**src/uv_pkg.sv**
```systemverilog
// Overview of operation
// RL1 - Phase starts while its magnitude is below start level and above block level.
// RL2 - General start asserts when the started phases meet the operation selector quorum.
// RL3 - Trip only after full delay with start present and trip generation enabled.
// RL4 - Medium-voltage configuration evaluates line-to-line voltages by default.
// RL5 - Line-to-line mode maps phases to pairs ab, bc and ca.
// RL6 - Operating time is fixed, independent of voltage depth.
// RL7 - Compared quantity is the supplied fundamental magnitude of each voltage.
// RL8 - Operation selector: off, one of three, two of three, all; default off.
// RL9 - Start level in percent, step 1, default 90.
// RL10 - Block level 0 to 20 percent, default 10; below it start is suppressed.
// RL11 - Release hysteresis 1 to 10 percent, default 5, applied on start release.
// RL12 - Start-only bit: 0 gives start and trip, 1 suppresses combined trip; per-phase trips still set.
// RL13 - Operate delay in ms, minimum 50, step 1, default 100.
// RL14 - Each phase has start and trip flags; trip after phase delay expires.
// RL15 - Per-phase trips have no output pin and are read in the status register; only combined trip is an output.
// RL16 - User block input forces all starts and trips inactive.
// RL17 - Combined trip formed from per-phase results and configuration.
// RL18 - Selector sets how many phases must be started or tripped at once.
// RL19 - Phase delay timer clears whenever its start condition drops.
package uv_pkg;
   localparam int CLK_HZ = 50_000_000;
   localparam int MS_PER_S = 1000;
   localparam int CYCLES_PER_MS = CLK_HZ / MS_PER_S;
   localparam int MAG_W = 16;
   localparam int DLY_W = 16;
   localparam logic [7:0] START_PCT_DEF = 8'h5A;
   localparam logic [7:0] START_PCT_MIN = 8'h1E;
   localparam logic [7:0] START_PCT_MAX = 8'h82;
   localparam logic [7:0] BLOCK_PCT_DEF = 8'h0A;
   localparam logic [7:0] BLOCK_PCT_MAX = 8'h14;
   localparam logic [7:0] HYST_PCT_DEF = 8'h05;
   localparam logic [7:0] HYST_PCT_MIN = 8'h01;
   localparam logic [7:0] HYST_PCT_MAX = 8'h0A;
   localparam logic [15:0] DELAY_MS_DEF = 16'h0064;
   localparam logic [15:0] DELAY_MS_MIN = 16'h0032;
   localparam logic [15:0] DELAY_MS_MAX = 16'hEA60;
   localparam logic [15:0] NOMINAL_DEF = 16'h2710;
   // APB map, one aligned word each
   localparam logic [7:0] OFS_OPER = 8'h00;
   localparam logic [7:0] OFS_START = 8'h04;
   localparam logic [7:0] OFS_BLOCK = 8'h08;
   localparam logic [7:0] OFS_HYST = 8'h0C;
   localparam logic [7:0] OFS_DELAY = 8'h10;
   localparam logic [7:0] OFS_NOMINAL = 8'h14;
   localparam logic [7:0] OFS_STATUS = 8'h18;
   localparam logic [7:0] OFS_IRQ_STAT = 8'h1C;
   localparam logic [7:0] OFS_IRQ_MASK = 8'h20;
   // OPER register fields
   localparam int OPER_SEL_LSB = 0;
   localparam int OPER_START_ONLY_BIT = 2;
   localparam int OPER_LL_BIT = 3;
   localparam logic OPER_LL_DEF = 1'b1;
   // Interrupt bits: 0 general start rise, 1 combined trip rise
   localparam int IRQ_START_BIT = 0;
   localparam int IRQ_TRIP_BIT = 1;
   typedef enum logic [1:0] {
      OP_OFF = 2'b00,
      OP_ONE = 2'b01,
      OP_TWO = 2'b11,
      OP_ALL = 2'b10
   } oper_t;
endpackage : uv_pkg

```
**src/uv_phase.sv**
```systemverilog
module uv_phase #(
   parameter int MAG_W = uv_pkg::MAG_W,
   parameter int DLY_W = uv_pkg::DLY_W,
   parameter int TICK_CYCLES = uv_pkg::CYCLES_PER_MS
) (
   input wire logic clk,
   input wire logic rst_n,
   input wire logic enable,
   input wire logic [MAG_W-1:0] mag,
   input wire logic [MAG_W-1:0] start_lvl,
   input wire logic [MAG_W-1:0] release_lvl,
   input wire logic [MAG_W-1:0] block_lvl,
   input wire logic [DLY_W-1:0] delay_ms,
   input wire logic ms_tick,
   output logic started,
   output logic tripped
);
   logic start_reg, start_next;
   logic [DLY_W-1:0] cnt_reg, cnt_next;
   logic trip_reg, trip_next;
   logic above_block;

   assign above_block = mag > block_lvl;

   always_comb begin
      start_next = start_reg;
      cnt_next = cnt_reg;
      if (!enable || !above_block) begin
         start_next = 1'b0;
      end else if (start_reg) begin
         // Release needs the magnitude back above start plus hysteresis
         start_next = mag < release_lvl; // see RL11
      end else begin
         start_next = mag < start_lvl; // see RL1
      end
      if (!start_next) begin
         cnt_next = '0; // see RL19
      end else if (ms_tick && cnt_reg <= delay_ms) begin
         // First tick may come at once, so one extra tick covers the whole delay
         cnt_next = cnt_reg + 1'b1; // see RL6
      end
      trip_next = start_next && cnt_next > delay_ms; // see RL14
   end

   always_ff @(posedge clk or negedge rst_n) begin
      if (!rst_n) begin
         start_reg <= 1'b0;
         cnt_reg <= '0;
         trip_reg <= 1'b0;
      end else begin
         start_reg <= start_next;
         cnt_reg <= cnt_next;
         trip_reg <= trip_next;
      end
   end

   assign started = start_reg;
   assign tripped = trip_reg;

   property p_trip_needs_count;
      @(posedge clk) disable iff (!rst_n)
         tripped |-> started && cnt_reg > delay_ms;
   endproperty
   a_trip_needs_count: assert property (p_trip_needs_count) // see RL3
      else $error("Phase trip without full delay");

   property p_drop_clears;
      @(posedge clk) disable iff (!rst_n)
         $fell(started) |-> cnt_reg == '0 && !tripped;
   endproperty
   a_drop_clears: assert property (p_drop_clears) // see RL19
      else $error("Timer not cleared on start drop");

   property p_low_block;
      @(posedge clk) disable iff (!rst_n)
         !above_block |=> !started;
   endproperty
   a_low_block: assert property (p_low_block) // see RL10
      else $error("Start below block level");
endmodule : uv_phase

```
**src/undervoltage_element.sv**
```systemverilog
module undervoltage_element #(
   parameter int MAG_W = uv_pkg::MAG_W,
   parameter int DLY_W = uv_pkg::DLY_W,
   parameter int TICK_CYCLES = uv_pkg::CYCLES_PER_MS
) (
   input wire logic CLK_SYS,
   input wire logic RST_N,
   input wire logic [MAG_W-1:0] PHASE_A_FUND_MAG,
   input wire logic [MAG_W-1:0] PHASE_B_FUND_MAG,
   input wire logic [MAG_W-1:0] PHASE_C_FUND_MAG,
   input wire logic [MAG_W-1:0] PAIR_AB_FUND_MAG,
   input wire logic [MAG_W-1:0] PAIR_BC_FUND_MAG,
   input wire logic [MAG_W-1:0] PAIR_CA_FUND_MAG,
   input wire logic USER_BLOCK_IN,
   input wire logic PSEL,
   input wire logic PENABLE,
   input wire logic PWRITE,
   input wire logic [7:0] PADDR,
   input wire logic [31:0] PWDATA,
   output logic [31:0] PRDATA,
   output logic PREADY,
   output logic PSLVERR,
   output logic PHASE_A_START,
   output logic PHASE_B_START,
   output logic PHASE_C_START,
   output logic ANY_PHASE_START,
   output logic COMBINED_TRIP,
   output logic IRQ
);
   logic [1:0] oper_reg, oper_next;
   logic start_only_reg, start_only_next;
   logic ll_reg, ll_next;
   logic [7:0] start_pct_reg, start_pct_next;
   logic [7:0] block_pct_reg, block_pct_next;
   logic [7:0] hyst_pct_reg, hyst_pct_next;
   logic [DLY_W-1:0] delay_reg, delay_next;
   logic [MAG_W-1:0] nominal_reg, nominal_next;
   logic [1:0] irq_stat_reg, irq_stat_next;
   logic [1:0] irq_mask_reg, irq_mask_next;
   logic [31:0] rdata_reg, rdata_next;
   logic [15:0] tick_cnt_reg, tick_cnt_next;
   logic [2:0] gstart_reg, gstart_next;
   logic gtrip_reg, gtrip_next;
   logic ms_tick;
   logic enable;
   logic wr_acc, rd_acc, addr_ok;
   logic [MAG_W-1:0] start_lvl, release_lvl, block_lvl;
   logic [MAG_W-1:0] mag [3];
   logic [2:0] ph_start, ph_trip;
   logic [1:0] n_start, n_trip;
   logic need_ok_start, need_ok_trip;
   logic start_ev, trip_ev;

   function automatic logic [MAG_W-1:0] pct_of(input logic [MAG_W-1:0] nom,
                                              input logic [8:0] pct);
      logic [MAG_W+8:0] prod;
      prod = nom * pct;
      pct_of = MAG_W'(prod / 100);
   endfunction : pct_of

   function automatic logic quorum(input logic [1:0] n, input logic [1:0] sel);
      quorum = 1'b0;
      unique case (sel)
         uv_pkg::OP_OFF: quorum = 1'b0;
         uv_pkg::OP_ONE: quorum = n >= 2'd1;
         uv_pkg::OP_TWO: quorum = n >= 2'd2;
         uv_pkg::OP_ALL: quorum = n == 2'd3;
      endcase
   endfunction : quorum

   // Register bus: zero wait states, unmapped addresses answer with an error
   assign PREADY = 1'b1;
   assign wr_acc = PSEL && PENABLE && PWRITE;
   assign rd_acc = PSEL && !PENABLE && !PWRITE;
   always_comb begin
      addr_ok = 1'b1;
      unique case (PADDR)
         uv_pkg::OFS_OPER, uv_pkg::OFS_START, uv_pkg::OFS_BLOCK, uv_pkg::OFS_HYST,
         uv_pkg::OFS_DELAY, uv_pkg::OFS_NOMINAL, uv_pkg::OFS_STATUS,
         uv_pkg::OFS_IRQ_STAT, uv_pkg::OFS_IRQ_MASK: addr_ok = 1'b1;
         default: addr_ok = 1'b0;
      endcase
   end
   assign PSLVERR = PSEL && PENABLE && !addr_ok;

   always_comb begin
      oper_next = oper_reg;
      start_only_next = start_only_reg;
      ll_next = ll_reg;
      start_pct_next = start_pct_reg;
      block_pct_next = block_pct_reg;
      hyst_pct_next = hyst_pct_reg;
      delay_next = delay_reg;
      nominal_next = nominal_reg;
      irq_mask_next = irq_mask_reg;
      irq_stat_next = irq_stat_reg;
      rdata_next = rdata_reg;
      if (wr_acc) begin
         unique case (PADDR)
            uv_pkg::OFS_OPER: begin
               oper_next = PWDATA[uv_pkg::OPER_SEL_LSB +: 2]; // see RL8
               start_only_next = PWDATA[uv_pkg::OPER_START_ONLY_BIT]; // see RL12
               ll_next = PWDATA[uv_pkg::OPER_LL_BIT]; // see RL4
            end
            uv_pkg::OFS_START: begin
               // Out-of-range writes are clamped to the setting range
               if (PWDATA[7:0] < uv_pkg::START_PCT_MIN || PWDATA[31:8] != '0) begin
                  start_pct_next = (PWDATA[31:8] != '0) ? uv_pkg::START_PCT_MAX
                                                        : uv_pkg::START_PCT_MIN;
               end else if (PWDATA[7:0] > uv_pkg::START_PCT_MAX) begin
                  start_pct_next = uv_pkg::START_PCT_MAX;
               end else begin
                  start_pct_next = PWDATA[7:0]; // see RL9
               end
            end
            uv_pkg::OFS_BLOCK: begin
               block_pct_next = (PWDATA > 32'(uv_pkg::BLOCK_PCT_MAX)) ?
                                uv_pkg::BLOCK_PCT_MAX : PWDATA[7:0]; // see RL10
            end
            uv_pkg::OFS_HYST: begin
               if (PWDATA > 32'(uv_pkg::HYST_PCT_MAX)) begin
                  hyst_pct_next = uv_pkg::HYST_PCT_MAX;
               end else if (PWDATA[7:0] < uv_pkg::HYST_PCT_MIN) begin
                  hyst_pct_next = uv_pkg::HYST_PCT_MIN;
               end else begin
                  hyst_pct_next = PWDATA[7:0]; // see RL11
               end
            end
            uv_pkg::OFS_DELAY: begin
               if (PWDATA > 32'(uv_pkg::DELAY_MS_MAX)) begin
                  delay_next = DLY_W'(uv_pkg::DELAY_MS_MAX);
               end else if (PWDATA[15:0] < uv_pkg::DELAY_MS_MIN) begin
                  delay_next = DLY_W'(uv_pkg::DELAY_MS_MIN); // see RL13
               end else begin
                  delay_next = DLY_W'(PWDATA[15:0]);
               end
            end
            uv_pkg::OFS_NOMINAL: nominal_next = MAG_W'(PWDATA);
            uv_pkg::OFS_IRQ_STAT: irq_stat_next = irq_stat_reg & ~PWDATA[1:0];
            uv_pkg::OFS_IRQ_MASK: irq_mask_next = PWDATA[1:0];
            default: ;
         endcase
      end
      // New events win over a clear in the same cycle
      irq_stat_next[uv_pkg::IRQ_START_BIT] = irq_stat_next[uv_pkg::IRQ_START_BIT] | start_ev;
      irq_stat_next[uv_pkg::IRQ_TRIP_BIT] = irq_stat_next[uv_pkg::IRQ_TRIP_BIT] | trip_ev;
      if (rd_acc) begin
         rdata_next = '0;
         unique case (PADDR)
            uv_pkg::OFS_OPER: rdata_next[3:0] = {ll_reg, start_only_reg, oper_reg};
            uv_pkg::OFS_START: rdata_next[7:0] = start_pct_reg;
            uv_pkg::OFS_BLOCK: rdata_next[7:0] = block_pct_reg;
            uv_pkg::OFS_HYST: rdata_next[7:0] = hyst_pct_reg;
            uv_pkg::OFS_DELAY: rdata_next[DLY_W-1:0] = delay_reg;
            uv_pkg::OFS_NOMINAL: rdata_next[MAG_W-1:0] = nominal_reg;
            uv_pkg::OFS_STATUS: rdata_next[7:0] = {1'b0, gtrip_reg, ph_trip, gstart_reg};
            uv_pkg::OFS_IRQ_STAT: rdata_next[1:0] = irq_stat_reg;
            uv_pkg::OFS_IRQ_MASK: rdata_next[1:0] = irq_mask_reg;
            default: ;
         endcase
      end
   end

   always_ff @(posedge CLK_SYS or negedge RST_N) begin
      if (!RST_N) begin
         oper_reg <= uv_pkg::OP_OFF;
         start_only_reg <= 1'b0;
         ll_reg <= uv_pkg::OPER_LL_DEF;
         start_pct_reg <= uv_pkg::START_PCT_DEF;
         block_pct_reg <= uv_pkg::BLOCK_PCT_DEF;
         hyst_pct_reg <= uv_pkg::HYST_PCT_DEF;
         delay_reg <= DLY_W'(uv_pkg::DELAY_MS_DEF);
         nominal_reg <= MAG_W'(uv_pkg::NOMINAL_DEF);
         irq_stat_reg <= 2'h0;
         irq_mask_reg <= 2'h0;
         rdata_reg <= 32'h0000_0000;
      end else begin
         oper_reg <= oper_next;
         start_only_reg <= start_only_next;
         ll_reg <= ll_next;
         start_pct_reg <= start_pct_next;
         block_pct_reg <= block_pct_next;
         hyst_pct_reg <= hyst_pct_next;
         delay_reg <= delay_next;
         nominal_reg <= nominal_next;
         irq_stat_reg <= irq_stat_next;
         irq_mask_reg <= irq_mask_next;
         rdata_reg <= rdata_next;
      end
   end
   assign PRDATA = rdata_reg;

   // Millisecond time base
   assign ms_tick = tick_cnt_reg == 16'(TICK_CYCLES - 1);
   always_comb begin
      tick_cnt_next = ms_tick ? 16'h0000 : tick_cnt_reg + 16'h0001;
   end
   always_ff @(posedge CLK_SYS or negedge RST_N) begin
      if (!RST_N) begin
         tick_cnt_reg <= 16'h0000;
      end else begin
         tick_cnt_reg <= tick_cnt_next;
      end
   end

   assign enable = oper_reg != uv_pkg::OP_OFF && !USER_BLOCK_IN; // see RL16
   assign start_lvl = pct_of(nominal_reg, {1'b0, start_pct_reg});
   assign release_lvl = pct_of(nominal_reg, 9'({1'b0, start_pct_reg} + {1'b0, hyst_pct_reg}));
   assign block_lvl = pct_of(nominal_reg, {1'b0, block_pct_reg});
   // Pair magnitudes map ab, bc, ca onto phases a, b, c
   assign mag[0] = ll_reg ? PAIR_AB_FUND_MAG : PHASE_A_FUND_MAG; // see RL5
   assign mag[1] = ll_reg ? PAIR_BC_FUND_MAG : PHASE_B_FUND_MAG; // see RL7
   assign mag[2] = ll_reg ? PAIR_CA_FUND_MAG : PHASE_C_FUND_MAG;

   for (genvar i = 0; i < 3; i++) begin : g_phase
      uv_phase #(.MAG_W(MAG_W), .DLY_W(DLY_W), .TICK_CYCLES(TICK_CYCLES)) u_phase (
         .clk(CLK_SYS),
         .rst_n(RST_N),
         .enable(enable),
         .mag(mag[i]),
         .start_lvl(start_lvl),
         .release_lvl(release_lvl),
         .block_lvl(block_lvl),
         .delay_ms(delay_reg),
         .ms_tick(ms_tick),
         .started(ph_start[i]),
         .tripped(ph_trip[i]) // see RL15
      );
   end

   assign n_start = 2'(ph_start[0]) + 2'(ph_start[1]) + 2'(ph_start[2]);
   assign n_trip = 2'(ph_trip[0]) + 2'(ph_trip[1]) + 2'(ph_trip[2]);
   assign need_ok_start = quorum(n_start, oper_reg); // see RL18
   assign need_ok_trip = quorum(n_trip, oper_reg);

   always_comb begin
      gstart_next = {need_ok_start && !USER_BLOCK_IN, 2'b00}; // see RL2
      gtrip_next = need_ok_trip && !start_only_reg && !USER_BLOCK_IN; // see RL17
   end
   assign start_ev = gstart_next[2] && !gstart_reg[2];
   assign trip_ev = gtrip_next && !gtrip_reg;
   always_ff @(posedge CLK_SYS or negedge RST_N) begin
      if (!RST_N) begin
         gstart_reg <= 3'b000;
         gtrip_reg <= 1'b0;
      end else begin
         gstart_reg <= gstart_next;
         gtrip_reg <= gtrip_next;
      end
   end

   assign PHASE_A_START = ph_start[0] && !USER_BLOCK_IN;
   assign PHASE_B_START = ph_start[1] && !USER_BLOCK_IN;
   assign PHASE_C_START = ph_start[2] && !USER_BLOCK_IN;
   assign ANY_PHASE_START = gstart_reg[2];
   assign COMBINED_TRIP = gtrip_reg;
   assign IRQ = |(irq_stat_reg & irq_mask_reg);

   property p_start_only;
      @(posedge CLK_SYS) disable iff (!RST_N)
         start_only_reg |-> ##1 !COMBINED_TRIP;
   endproperty
   a_start_only: assert property (p_start_only) // see RL12
      else $error("Trip in start-only mode");

   property p_gen_trip;
      @(posedge CLK_SYS) disable iff (!RST_N)
         COMBINED_TRIP |-> $past(quorum(n_trip, oper_reg)) && $past(!USER_BLOCK_IN);
   endproperty
   a_gen_trip: assert property (p_gen_trip) // see RL3
      else $error("Combined trip without phase quorum");

   property p_block;
      @(posedge CLK_SYS) disable iff (!RST_N)
         USER_BLOCK_IN |-> !PHASE_A_START && !PHASE_B_START && !PHASE_C_START ##1 !COMBINED_TRIP;
   endproperty
   a_block: assert property (p_block) // see RL16
      else $error("Output active while blocked");

   property p_off;
      @(posedge CLK_SYS) disable iff (!RST_N)
         oper_reg == uv_pkg::OP_OFF |=> !ANY_PHASE_START;
   endproperty
   a_off: assert property (p_off) // see RL8
      else $error("General start while off");

   property p_any_start;
      @(posedge CLK_SYS) disable iff (!RST_N)
         oper_reg == uv_pkg::OP_ONE && |ph_start && !USER_BLOCK_IN |=> ANY_PHASE_START;
   endproperty
   a_any_start: assert property (p_any_start) // see RL2
      else $error("General start missing");

   property p_irq;
      @(posedge CLK_SYS) disable iff (!RST_N)
         trip_ev |=> irq_stat_reg[uv_pkg::IRQ_TRIP_BIT];
   endproperty
   a_irq: assert property (p_irq)
      else $error("Trip event not latched");
endmodule : undervoltage_element

```
**config.mk**
```make
export PLATFORM = sky130hd
export DESIGN_NAME = undervoltage_element
export DESIGN_NICKNAME = d
export VERILOG_FILES = /design/src/uv_pkg.sv /design/src/uv_phase.sv /design/src/undervoltage_element.sv
export SDC_FILE = /design/constraint.sdc
export NUM_CORES = 2
export LEC_CHECK = 0
export ABC_AREA = 1
export BUFFER_PORTS_ARGS = -buffer_cell sky130_fd_sc_hd__buf_2
export CAP_MARGIN = 15
export CORE_ASPECT_RATIO = 1.5
export CORE_MARGIN = 2
export CORE_UTILIZATION = 40
export CTS_CLUSTER_DIAMETER = 200
export DETAILED_ROUTE_END_ITERATION = 12
export MAX_ROUTING_LAYER = met4
export PLACE_DENSITY_LB_ADDON = 0.08
export SYNTH_ARGS = -nofsm -noshare
export SYNTH_HDL_FRONTEND = slang
export SYNTH_SLANG_ARGS = --single-unit
```
**constraint.sdc**
```tcl
create_clock -name CLK_SYS -period 14.3 [get_ports CLK_SYS]
set_input_delay 2.86 -clock CLK_SYS [delete_from_list [all_inputs] [get_ports CLK_SYS]]
set_output_delay 2.86 -clock CLK_SYS [all_outputs]
set_load 0.05 [all_outputs]
```
==> impl_metrics.json <==
{
  "status": "complete, but fails checks",
  "violations": "setup timing",
  "cts_tree": "done",
  "firstDrtPassIters": 5,
  "critPathMaxFanout": 6,
  "seq_area_frac_synth_pct": 10.84,
  "vias": 35410,
  "ant_nets": 0,
  "stdcell_count": 7171,
  "boundaryPins": 182,
  "use_met1_pct": 27.12,
  "cp-end-kind": "flop",
  "grt_remaining_overflow": 0,
  "placed_area_um2": 42450,
  "cts_root_buf": "clkbuf_16",
  "syn_area_um2": 35290,
  "cts.sinks": 152,
  "slowest_stage": "dfstp_2",
  "gr-usage-met2_pct": 48.84,
  "hold_end": "tick_cnt_reg[0]",
  "htreeDepth": 4,
  "max_freq_ghz": 0.06468,
  "setup_viol": 44,
  "multi_input_area_um2": 29680,
  "synth_area_per_cell_um2": 6.889,
  "viasPerCell": 4.938,
  "worstSetupPathType": "reg2reg",
  "grt_use_total_pct": 25.71,
  "start_util_pct": 40.32,
  "yosys.area.top_type_share_pct": 15.31,
  "fin_hold_ws_ps": 475.5,
  "worstRegToRegCells": 132,
  "grt_pass1_wl_um": 181000,
  "antenna_found_initial": 0,
  "final_nets": 6802,
  "fin_ws_ps": -1161,
  "cpMostUsedCell": "nand2_4",
  "synth_edf_count": 0,
  "cts_buffers": 17,
  "hpwl_um": 95030,
  "crit_required_ps": 14690,
  "fin_util_pct": 53.11,
  "die_h_um": 367.8,
  "min_path_type": "reg2reg",
  "arrival_ps": 15850,
  "largest_reg_flops": 48,
  "cp.buffers_inverters": 9,
  "ys_types": 81,
  "grt-busiest-layer": "met2",
  "fin_skew_ps": 15.76,
  "fill_cells": 8785,
  "max_stage_delay_ps": 550,
  "yosysTopAreaCell": "fa_1",
  "grt_max_degree": 79,
  "die_x_um": 246.5,
  "post-route-min-period_ps": 15460,
  "wl_um": 113700,
  "holdCritStartpoint": "tick_cnt_reg[0]",
  "drive_above_1_share_pct": 32.25,
  "synthToLayoutAreaGrowth_pct": 31.71,
  "hold_viol_final": 0,
  "slew_viol_final": 0,
  "ys_warn_count": 0,
  "ys_ff_latch": 152,
  "hold_path_depth": 1,
  "final_cell_area_um2": 46490,
  "path_clk_slew_ps": 80,
  "io_buffers": 164,
  "rr_endpoint": "g_phase[2].u_phase.tripped",
  "fin_crit_sh_pct": 108.1,
  "maxSlewHeadroom_pct": 34.34,
  "rows": 133,
  "regArea_um2": 3832,
  "synth_flop_cell": "dfrtp_1",
  "critPathLaunchType": "flop",
  "syn_inst": 5123,
  "gp_routability_congestion": 0.9282,
  "rsz0062_at_grt": "true",
  "dieArea_um2": 90680,
  "core_um2": 87530,
  "r2r_start": "hyst_pct_reg[2]",
  "wl_per_cell_um": 15.86,
  "clock_latency_ps": 460,
  "worst_pin_slew_ps": 984.8,
  "diodes": 0,
  "clockBufferDepth": 2,
  "rrSetupSlack_ps": -1160,
  "critPathTopFamily": "simple AND/OR/NAND/NOR gates",
  "ys_async_sr_fraction_pct": 100.0,
  "globalRouteMet3Util_pct": 1.589,
  "drv_cap": 0,
  "grt_pass1_vias": 35770,
  "post-place-cells": 7026,
  "drt-initial-drc-count": 1421,
  "synth_area_leaders": "fa_1 (15%), nand2_1 (14%), ha_1 (13%)",
  "drc": 0
}
==> routing by layer <==
layer | part of all wire, % | vias up
met3 | 2.6 | 218
met4 | 4.8 | 0
met5 | 0 | -
met2 | 54 | 600
li1 | - | 17890
met1 | 39 | 16700
==> metrics by stage <==
stage | setup TNS [ps] | setup WS (ps)
2_1_floorplan | -245.2 | -245.2
3_3_place_gp | -27870 | -1717
3_5_place_dp | -38230 | -1912
4_1_cts | -5244 | -1008
5_1_grt | -69240 | -2324
6_report | -9439 | -1161
==> layout make-up <==
cell class                 count  area share, %
clock buffer                  17         0.9151
clock inverter                15         0.3741
sequential                   152          8.244
inverter                    1001          8.155
multi-input combinational   3879          63.84
tap                         1147          3.087
timing repair buffer         960          15.38
==> worst max path at each step <==
stage                                start                    endpoint  slack, ps  depth (start not counted)
after global routing      start_pct_reg[2]  g_phase[2].u_phase.tripped      -2320                        135
final                      hyst_pct_reg[2]  g_phase[2].u_phase.tripped      -1160                        132
after floorplan            hyst_pct_reg[0]  g_phase[2].u_phase.tripped       -250                        130
after CTS                  hyst_pct_reg[2]  g_phase[1].u_phase.tripped      -1010                        135
after global placement     hyst_pct_reg[2]  g_phase[2].u_phase.tripped      -1720                        126
after detailed placement   hyst_pct_reg[2]  g_phase[2].u_phase.tripped      -1910                        123
==> cell usage after synthesis, drive strengths merged (2+ instances only) <==
library cell,number
o2111ai,3
and3,3
a211oi,19
o211ai,10
conb,2
nor2,436
nor3b,4
a21oi,177
nand2,1582
a32o,3
nand4,139
o31ai,6
nand3b,13
o221a,2
ha,379
xor2,86
or2,6
inv,997
nor4,16
clkbuf,81
or4,4
nand3,285
o31a,2
buf,29
mux2i,6
a22o,3
xnor2,43
a31oi,13
and2,6
a221oi,7
dfstp,17
o21bai,8
o221ai,11
o41ai,3
nor3,42
clkinv,4
mux2,45
o21a,8
o21ai,174
fa,270
dfrtp,135
o22ai,31
a21boi,3
==> cells in the final DEF, fill, tap and decap left out, drive strengths merged, types with 43 or more instances in the layout <==
| cell type | Yosys | routed |
|---|---|---|
| fa | 270 | 270 |
| inv | 997 | 1003 |
| o21ai | 174 | 174 |
| nand3 | 285 | 286 |
| nor2 | 436 | 436 |
| nand2 | 1582 | 1585 |
| a21oi | 177 | 177 |
| buf | 29 | 959 |
| ha | 379 | 379 |
| nand4 | 139 | 139 |
| mux2 | 45 | 45 |
| dfrtp | 135 | 135 |
| xor2 | 86 | 86 |
| xnor2 | 43 | 43 |
==> logic make-up (layout without fill, tap and decap cells) <==
group / Yosys count / after routing / share of synthesized area (%)
AO/OA/AOI/OAI: 490 / 490 / 8.097
XOR/XNOR: 129 / 129 / 3.265
adder cells (fa/ha/maj): 649 / 649 / 28.75
buffers and inverters: 1111 / 1993 / 12.16
flip-flops: 152 / 152 / 10.84
multiplexers: 51 / 51 / 1.606
other: 2 / 17 / 0.02128
AND/OR/NAND/NOR: 2539 / 2543 / 35.26
==> worst register-to-register path: cells and delay by family (launching register included) <==
kind	cells	cell delay, ps
flops	1	550
fa+ha+maj	8	3030
buf+inv	9	610
simple gates	105	9690
compound gates	10	1420
==> repair_timing <==
action                                  4_1_cts  5_1_grt
resized for setup                           308      282
buffers inserted                             58       51
endpoints found under the setup margin       54       54
cloned                                        5        1
pin swaps                                   140      187
endpoints found under the hold margin         0        0
hold buffers                                  0        0
Power is left out: the tool's default activity adds up to more than one toggle a clock period on the data nets, which glitch-free logic cannot reach.
